$ cat src/verilog/pwr_off_seq_defines.svh
`ifndef PWR_OFF_SEQ_DEFINES_SVH
`define PWR_OFF_SEQ_DEFINES_SVH

// ----------------------------------------------------------------
// Timing
// ----------------------------------------------------------------
`define CLK_HZ 50000000
// Fixed detection window, microseconds (within the 10 to 25 ms band)
`define DETECT_US 10000
`define DETECT_CYC ((`DETECT_US * (`CLK_HZ / 1000000)))
// Confirmation delay limit, microseconds
`define CONFIRM_MAX_US 10000
`define CONFIRM_MAX_CYC ((`CONFIRM_MAX_US * (`CLK_HZ / 1000000)))
// Cycles per configuration step of 1 ms
`define CONFIRM_STEP_CYC ((1000 * (`CLK_HZ / 1000000)))
`define CONFIRM_MAX_MS 4'hA
// Power holding time, microseconds
`define HOLD_US 10000
`define HOLD_CYC ((`HOLD_US * (`CLK_HZ / 1000000)))
`define CNT_W 20

`endif

$ cat src/verilog/pwr_off_seq_pkg.sv
package pwr_off_seq_pkg;
  typedef enum logic [4:0] {
    ST_IDLE    = 5'h01,
    ST_DETECT  = 5'h02,
    ST_CONFIRM = 5'h04,
    ST_DRAIN   = 5'h08,
    ST_RESET   = 5'h10
  } seq_state_e;

  typedef logic [3:0] delay_ms_t;
endpackage : pwr_off_seq_pkg

$ cat src/verilog/power_off_detect_reset_sequencer.sv
`timescale 1ns/1ns
// Contract
// - Declare loss only after undervoltage held for the full detection window.
// - After declaration, wait configured delay of 0 to 10 ms.
// - Assert module reset when the confirmation delay ends, or once the running instruction finishes if one is busy then.
// - Let the running instruction finish; start no new instruction.
// - Sequence past 10 ms of internal supply holding (always at a 10 ms delay) only raises o_hold_overrun.
// - Arm only in executing modes; on completion stop, outputs off.
// - A dip recovering within 10 ms never declares a loss.
`include "pwr_off_seq_defines.svh"

module power_off_detect_reset_sequencer (
  input wire logic i_sys_clk,
  input wire logic i_rst_n,
  input wire logic i_uv_async,
  input wire logic i_prog_exec,
  input wire pwr_off_seq_pkg::delay_ms_t i_confirm_ms,
  input wire logic i_instr_busy,
  output logic o_instr_start_ok,
  output logic o_outputs_off,
  output logic o_loss_declared,
  output logic o_loss_confirmed,
  output logic o_module_reset,
  output logic o_hold_overrun
);
  import pwr_off_seq_pkg::*;

  // ----------------------------------------------------------------
  // State decoding
  // ----------------------------------------------------------------
  function automatic logic is_declared(input seq_state_e s);
    return (s == ST_CONFIRM) || (s == ST_DRAIN) || (s == ST_RESET);
  endfunction : is_declared

  function automatic logic is_confirmed(input seq_state_e s);
    return (s == ST_DRAIN) || (s == ST_RESET);
  endfunction : is_confirmed

  function automatic logic is_reset(input seq_state_e s);
    return (s == ST_RESET);
  endfunction : is_reset

  // Largest setting times the step still fits the counter width
  function automatic logic [`CNT_W-1:0] ms_to_cyc(input delay_ms_t ms);
    return `CNT_W'(ms) * `CNT_W'(`CONFIRM_STEP_CYC);
  endfunction : ms_to_cyc

  // ----------------------------------------------------------------
  // Synchroniser
  // ----------------------------------------------------------------
  logic uv_meta;
  logic uv_sync;

  always_ff @(posedge i_sys_clk or negedge i_rst_n) begin
    if (!i_rst_n) begin
      uv_meta <= 1'b0;
      uv_sync <= 1'b0;
    end else begin
      uv_meta <= i_uv_async;
      uv_sync <= uv_meta;
    end
  end

  // ----------------------------------------------------------------
  // Sequencer
  // ----------------------------------------------------------------
  seq_state_e state;
  seq_state_e next_state;
  logic [`CNT_W-1:0] cnt;
  logic [`CNT_W-1:0] next_cnt;
  logic [`CNT_W-1:0] hold_cnt;
  logic [`CNT_W-1:0] confirm_cyc;
  delay_ms_t delay_ms;

  // Oversized settings clamp to the limit rather than wrap
  wire delay_ms_t clamp_ms = (i_confirm_ms > `CONFIRM_MAX_MS) ?
    `CONFIRM_MAX_MS : i_confirm_ms;
  wire detect_done = (cnt == `CNT_W'(`DETECT_CYC - 1));
  // Compares one ahead so the reset lands on the last delay cycle
  wire confirm_done = ((cnt + `CNT_W'(1)) >= confirm_cyc);
  wire hold_done = (hold_cnt == `CNT_W'(`HOLD_CYC - 1));

  always_comb begin
    next_state = state;
    next_cnt = cnt + `CNT_W'(1);
    unique case (state)
      ST_IDLE: begin
        next_cnt = '0;
        if (uv_sync && i_prog_exec) begin
          next_state = ST_DETECT;
        end
      end
      ST_DETECT: begin
        if (!uv_sync || !i_prog_exec) begin
          next_state = ST_IDLE;
          next_cnt = '0;
        end else if (detect_done) begin
          next_cnt = '0;
          // Zero delay confirms on the declaring edge itself
          if (clamp_ms == 4'h0) begin
            next_state = i_instr_busy ? ST_DRAIN : ST_RESET;
          end else begin
            next_state = ST_CONFIRM;
          end
        end
      end
      ST_CONFIRM: begin
        if (confirm_done) begin
          next_state = i_instr_busy ? ST_DRAIN : ST_RESET;
          next_cnt = '0;
        end
      end
      ST_DRAIN: begin
        if (!i_instr_busy) begin
          next_state = ST_RESET;
        end
      end
      ST_RESET: begin
        // Terminal until power-on reset
        next_cnt = cnt;
      end
      default: begin
        next_state = ST_IDLE;
        next_cnt = '0;
      end
    endcase
  end

  always_ff @(posedge i_sys_clk or negedge i_rst_n) begin
    if (!i_rst_n) begin
      state <= ST_IDLE;
      cnt <= '0;
    end else begin
      state <= next_state;
      cnt <= next_cnt;
    end
  end

  // ----------------------------------------------------------------
  // Delay capture
  // ----------------------------------------------------------------
  // Delay sampled when the loss is declared, so a late change cannot
  // stretch the sequence past the holding time
  wire take_delay = (state == ST_DETECT) && detect_done && uv_sync &&
    i_prog_exec;

  assign confirm_cyc = ms_to_cyc(delay_ms);

  always_ff @(posedge i_sys_clk or negedge i_rst_n) begin
    if (!i_rst_n) begin
      delay_ms <= 4'h0;
    end else if (take_delay) begin
      delay_ms <= clamp_ms;
    end
  end

  // ----------------------------------------------------------------
  // Holding-time monitor
  // ----------------------------------------------------------------
  // Flags only; forcing reset here would cut the running instruction
  wire hold_active = is_declared(state) && !is_reset(state);

  always_ff @(posedge i_sys_clk or negedge i_rst_n) begin
    if (!i_rst_n) begin
      hold_cnt <= '0;
    end else if (hold_active && !hold_done) begin
      hold_cnt <= hold_cnt + `CNT_W'(1);
    end
  end

  always_ff @(posedge i_sys_clk or negedge i_rst_n) begin
    if (!i_rst_n) begin
      o_hold_overrun <= 1'b0;
    end else if (hold_active && hold_done) begin
      o_hold_overrun <= 1'b1;
    end
  end

  // ----------------------------------------------------------------
  // Outputs
  // ----------------------------------------------------------------
  wire declared = is_declared(next_state);
  wire confirmed = is_confirmed(next_state);
  wire entering_reset = is_reset(next_state);

  always_ff @(posedge i_sys_clk or negedge i_rst_n) begin
    if (!i_rst_n) begin
      o_loss_declared <= 1'b0;
    end else begin
      o_loss_declared <= declared;
    end
  end

  always_ff @(posedge i_sys_clk or negedge i_rst_n) begin
    if (!i_rst_n) begin
      o_loss_confirmed <= 1'b0;
    end else begin
      o_loss_confirmed <= confirmed;
    end
  end

  always_ff @(posedge i_sys_clk or negedge i_rst_n) begin
    if (!i_rst_n) begin
      o_module_reset <= 1'b0;
    end else begin
      o_module_reset <= entering_reset;
    end
  end

  always_ff @(posedge i_sys_clk or negedge i_rst_n) begin
    if (!i_rst_n) begin
      o_instr_start_ok <= 1'b0;
    end else begin
      o_instr_start_ok <= i_prog_exec && !confirmed;
    end
  end

  always_ff @(posedge i_sys_clk or negedge i_rst_n) begin
    if (!i_rst_n) begin
      o_outputs_off <= 1'b1;
    end else begin
      o_outputs_off <= !i_prog_exec || entering_reset;
    end
  end

endmodule : power_off_detect_reset_sequencer

$ cat config.mk
export PLATFORM = sky130hd
export DESIGN_NAME = power_off_detect_reset_sequencer
export DESIGN_NICKNAME = d
export VERILOG_FILES = /design/src/verilog/pwr_off_seq_pkg.sv /design/src/verilog/power_off_detect_reset_sequencer.sv
export VERILOG_INCLUDE_DIRS = /design/src /design/src/verilog
export SDC_FILE = /design/constraint.sdc
export NUM_CORES = 1
export LEC_CHECK = 0
export BUFFER_PORTS_ARGS = -buffer_cell sky130_fd_sc_hd__buf_2
export CAP_MARGIN = 20
export CORE_MARGIN = 2
export CORE_UTILIZATION = 23
export CTS_CLUSTER_DIAMETER = 30
export DETAILED_ROUTE_END_ITERATION = 10
export SLEW_MARGIN = 20
export SYNTH_ARGS = -nofsm -noshare
export SYNTH_HDL_FRONTEND = slang
export SYNTH_SLANG_ARGS = --single-unit
export TNS_END_PERCENT = 5
$ cat constraint.sdc
create_clock -name i_sys_clk -period 4.7 [get_ports i_sys_clk]
set_input_delay 0.94 -clock i_sys_clk [delete_from_list [all_inputs] [get_ports i_sys_clk]]
set_output_delay 0.94 -clock i_sys_clk [all_outputs]
set_load 0.05 [all_outputs]
# --- Yosys cells after proc, flatten, opt, wreduce, memory -nomap -nowiden ---
# Index checks and enable logic that the tools add are counted.
op_classes:
  n_addsub: 2
  mul: 1
  order_cmp: 2
  n_eq_ne: 10
  muxes: 13
  reduce_logical: 21
ops:
  columns: ["operator", "n"]
  rows:
  - ["$pmux W20 S4", 1]
  - ["$mux W20", 3]
  - ["$add A20 B1 Y20 const B", 2]
  - ["$eq A20 B19 Y1 const B", 2]
  - ["$mux W5", 7]
  - ["$pmux W5 S5", 1]
  - ["$ge A20 B20 Y1", 1]
  - ["$mul A4 B12 Y16 const B", 1]
  - ["$eq A5 B3 Y1 const B", 2]
  - ["$eq A5 B4 Y1 const B", 2]
  - ["$eq A5 B5 Y1 const B", 2]
  - ["$logic_and A1 B1 Y1", 8]
  - ["$logic_or A1 B1 Y1", 7]
  - ["$eq A5 B1 Y1 const B", 1]
  - ["$eq A5 B2 Y1 const B", 1]
  - ["$logic_not A1 Y1", 5]
  - ["$gt A4 B4 Y1 const B", 1]
  - ["$logic_not A4 Y1", 1]
  - ["$mux W4", 1]
totals:
  reg_bits: 57
  inputBits: 9
  out_inout_bits: 6
  word_cells: 61

# --- Depth between registers and ports, before layout ---
depth:
  ltp_word: 11
  depth_mapped: 20

# --- Worst setup path after synthesis ---
# Ideal clock, no wire load.
synth_timing:
  kind: "flip-flop to flip-flop"
  start: "reg delay_ms[1]"
  end: "reg cnt[8]"
  setup_ns: 0.121
  arrival_time_ns: 4.268
  path_slack_ns: 0.311
  stages_incl_launch_ff: 21
  path_buffers: 1
  period_less_slack_ns: 4.389
  path_cell_list: "dfrtp_1 > ha_1 > xor2_1 > ha_1 > a21o_1 > ha_1 > a31oi_1 > nor2b_1 > o21a_1 > o31a_1 > and3_1 > o21ai_0 > xor2_1 > ha_1 > nand4_1 > nor4_1 > a31oi_1 > and2_1 > a21o_1 > buf_2 > a22o_1"
synth_via:
  elab_chain_len: 4
synth_rtl:
  columns: ["element", "line_no", "source"]
  rows:
  - ["start: declaration", "power_off_detect_reset_sequencer.sv:73", "delay_ms_t delay_ms;"]
  - ["start signal: assignment", "power_off_detect_reset_sequencer.sv:153", "delay_ms <= clamp_ms;"]
  - ["$mul A4 B12 Y16 (no source line)", null, null]
  - ["$ge A20 B20 Y1", "power_off_detect_reset_sequencer.sv:80", "wire confirm_done = ((cnt + `CNT_W'(1)) >= confirm_cyc);"]
  - ["$mux W20", "power_off_detect_reset_sequencer.sv:108", "if (confirm_done) begin"]
  - ["$pmux W20 S4", "power_off_detect_reset_sequencer.sv:86", "unique case (state)"]
  - ["end signal: assignment", "power_off_detect_reset_sequencer.sv:135", "cnt <= next_cnt;"]
  - ["end: declaration", "power_off_detect_reset_sequencer.sv:69", "logic [`CNT_W-1:0] cnt;"]
# Every way passes these cells.
# A chain may end at the register's enable or synchronous reset.

# --- Worst setup path after layout ---
layout_timing:
  start: "reg delay_ms[1]"
  end: "reg cnt[16]"
# Same word-level chain as after synthesis.

==> impl_metrics.py <==
metrics = {
    "logic_synthesis": {
        "syn_inst": 362,
        "synth_edf_count": 0,
        "ys_warn_count": 0,
        "ys_ff_latch": 57,
        "synth_area_per_cell_um2": 9.868,
        "ys_seq_area_share_pct": 40.00,
        "synth_fp_nets": 408,
        "synth_ff_type": "dfrtp_1",
        "synth_cell_types": 47,
        "async_flop_share_pct": 100.0,
        "syn-cell-area_um2": 3572,
    },
    "pwr": {
        "power_density_nw_per_um2": 288.5,
        "vdd_drop_max_uv": 147.0,
        "leakage_nw": 2.050,
    },
    "flow_run": {
        "drv_cap": 0,
    },
    "final_layout": {
        "fin_util_pct": 28.18,
        "final_cell_mix": "54 x dfrtp_1, 41 x nand2_1, 37 x ha_1, 23 x xor2_1, 23 x xnor2_1",
        "area_growth_pct": 19.93,
        "fill_cells": 1588,
        "final_common_cell": "dfrtp_1",
        "nNetsFinal": 433,
        "antennaDiodeCount": 0,
        "seqCellArea_um2": 1430,
        "multi_input_area_um2": 2126,
        "final_layout_size_suffix_gt1_share_pct": 12.50,
    },
    "detailed_routing": {
        "avgRoutedWirePerCell_um": 12.76,
        "vias": 2724,
        "detail_route.vias_per_cell": 4.697,
        "drtAntennaViolNets": 0,
        "finalWirelength_um": 7401,
        "drc": 0,
        "dr.pass1.iters": 4,
        "drtIter0Drc": 128,
    },
    "min_path": {
        "worst_hold_path_type": "flip-flop to flip-flop",
    },
    "setup_path": {
        "start_kind": "flip-flop",
        "crit_fanout": 14,
        "path_cells": "ha_1, xor2_1, ha_1, a21o_1, ha_1, a31oi_2, nor2b_1, o21a_1, o31a_1, and3_1, o21ai_0, xor2_1, ha_1, nand4_1, nor4_4, a31oi_4, and2_1, a21o_1, buf_12, a22o_1",
        "slowest_stage": "dfrtp_2",
        "end_kind": "flip-flop",
        "path_class": "flip-flop to flip-flop",
        "crit_path_frequent_cell": "ha_1",
        "crit_arrival_ns": 4.72,
        "cp.required_ns": 4.91,
        "cpPeakStageDelay_ns": 0.44,
    },
    "sta": {
        "timing.hold.ws_ns": 0.3463,
        "fin_crit_sh_pct": 95.98,
        "min_period_ns": 4.511,
        "clock.fmax_mhz": 221.7,
        "finalMaxSlewViolations": 0,
        "setup_violations": 0,
        "timing.final.ws_setup_ns": 0.1891,
        "hold_viol": 0,
        "worst_pin_slew_ns": 0.8232,
        "slew-limit-headroom_pct": 44.52,
        "skew_ns": 0.005604,
    },
    "place": {
        "hpwl_um": 5575,
        "place.gp.congestion": 0.7521,
        "io_buffers": 14,
        "dp_worst_setup_slack_ns": 0.07067,
    },
    "clocking": {
        "numCtsBuffers": 9,
        "cts_root_buf": "clkbuf_16",
        "cts.clk_slew.worst_paths_ns": 0.05,
        "clkLatencyLatePin_ns": 0.32,
        "htreeDepth": 3,
        "clock-sinks": 57,
        "cts_buffer_depth": 2,
        "cts_tree": "built",
        "hold_buffers": 0,
    },
    "floorplanning": {
        "rows": 45,
        "fp.dieW_um": 128.6,
        "ios": 15,
        "die_h_um": 128.6,
        "fp.coreArea_um2": 15200,
        "start_util_pct": 23.50,
        "dieArea_um2": 16540,
    },
    "grt": {
        "grt_max_degree": 48,
        "groute.usage.overall_pct": 9.870,
        "grt_pass1_wl_um": 13030,
        "antenna_found_initial": 0,
        "grt_pass1_vias": 2805,
        "gr-total-overflow": 0,
    },
    "run_status": {
        "status": "finished, final reports clean",
    },
}
-- cell families (layout without fill, tap and decap cells) --
logic type / Yosys count / after routing / synth area share (%)
and+or+nand+nor: 132 / 132 / 19.16
muxes: 4 / 4 / 1.156
DFF: 57 / 57 / 40.00
adders and majority gates: 37 / 37 / 12.96
buffers and inverters: 16 / 46 / 1.786
AOI/OAI and AO/OA: 70 / 70 / 13.66
xor gates and xnor gates: 46 / 46 / 11.28
-- what timing repair did --
item | 4_1_cts | 5_1_grt
setup endpoints to repair | 0 | 26
buffers inserted | 0 | 1
resized for setup | 0 | 8
-- flip-flops by register name, summed over array words and instances (netlist names) --
| name | flops |
|---|---|
| uv_meta | 1 |
| delay_ms | 4 |
| state | 5 |
| o_loss_confirmed | 1 |
| cnt | 20 |
| o_instr_start_ok | 1 |
| o_module_reset | 1 |
| hold_cnt | 20 |
| o_outputs_off | 1 |
| uv_sync | 1 |
| o_hold_overrun | 1 |
| o_loss_declared | 1 |
-- synthesized netlist by cell type (2+ instances only) --
master / count / area [µm²]
buf_2: 2 / 10.01
a22o_1: 14 / 122.6
xor2_1: 23 / 201.4
a21oi_1: 17 / 85.08
a31oi_1: 3 / 18.77
o21ai_0: 14 / 70.07
o21a_1: 2 / 15.01
nor3_1: 8 / 40.04
and4_1: 6 / 52.55
or4_1: 3 / 22.52
a211o_1: 2 / 17.52
o21bai_1: 2 / 15.01
o22ai_1: 2 / 12.51
mux2i_1: 3 / 30.03
inv_1: 10 / 37.54
nor2_1: 20 / 75.07
dfrtp_1: 55 / 1376
nand2b_1: 5 / 31.28
nand2_1: 41 / 153.9
a21o_1: 7 / 52.55
nor2b_1: 4 / 25.02
or3_1: 3 / 18.77
dfstp_2: 2 / 52.55
xnor2_1: 23 / 201.4
clkbuf_1: 3 / 11.26
and3_1: 4 / 25.02
nand4_1: 10 / 62.56
ha_1: 37 / 462.9
nor4_1: 4 / 25.02
nand3_1: 13 / 65.06
and2_1: 4 / 25.02
-- critical path, delay by kind of cell, from the launching register on --
family | cells | cell delay, ns
AO/OA/AOI/OAI | 8 | 1.55
XOR/XNOR | 2 | 0.25
adder cells (fa/ha/maj) | 4 | 1.05
buffers and inverters | 1 | 0.15
flip-flops | 1 | 0.44
AND/OR/NAND/NOR | 5 | 0.96
-- cell type report --
cell class,instances,share of cell area [%]
Timing Repair Buffer,20,2.979
Sequential cell,57,33.38
Clock buffer,9,5.257
Clock inverter,7,2.395
Inverter,10,0.8762
Multi-Input combinational cell,289,49.62
Tap cell,188,5.491
-- path summary, 6_finish.rpt --
check                      depth (start not counted)                 endpoint  slack (ns)                    start
setup / recovery                                  20      cnt[16]$_DFFE_PN0P_        0.19  delay_ms[1]$_DFFE_PN0P_
hold / removal                                     0        uv_sync$_DFF_PN0_        0.35        uv_meta$_DFF_PN0_
setup reg to reg                                  20      cnt[16]$_DFFE_PN0P_        0.19  delay_ms[1]$_DFFE_PN0P_
hold reg to reg                                    0        uv_sync$_DFF_PN0_        0.35        uv_meta$_DFF_PN0_
max in group asynchronous                          2       cnt[4]$_DFFE_PN0P_        3.34                  i_rst_n
min in group asynchronous                          1  delay_ms[0]$_DFFE_PN0P_        0.49                  i_rst_n
-- through the flow --
| step | power (W) | instance area (µm²) | std cells | TNS (ns) |
|---|---|---|---|---|
| 4_1_cts | 0.001249 | 4229 | 579 | 0 |
| 3_3_place_gp | 0.0005364 | 3901 | 563 | 0 |
| 6_report | 0.001236 | 4284 | 580 | 0 |
| 5_1_grt | 0.001284 | 4284 | 580 | -0.09680 |
| 2_1_floorplan | 0.0005180 | 3572 | 362 | 0 |
| 3_5_place_dp | 0.0005374 | 3901 | 563 | 0 |
-- routing by layer --
metal,vias up,wire [µm],global-route usage (%)
met5,-,0,0
met4,0,132,4.668
met3,9,178,2.037
met2,38,3695,16.55
met1,1314,3394,12.18
li1,1363,-,-
-- where the power goes --
part,total [W],switching [W],internal (W)
Sequential,0.000497,0.00000159,0.000495
Combinational,0.0000305,0.0000224,0.00000815
Clock,0.000708,0.000241,0.000468
Note: power is estimated with default switching activity, not from simulation.
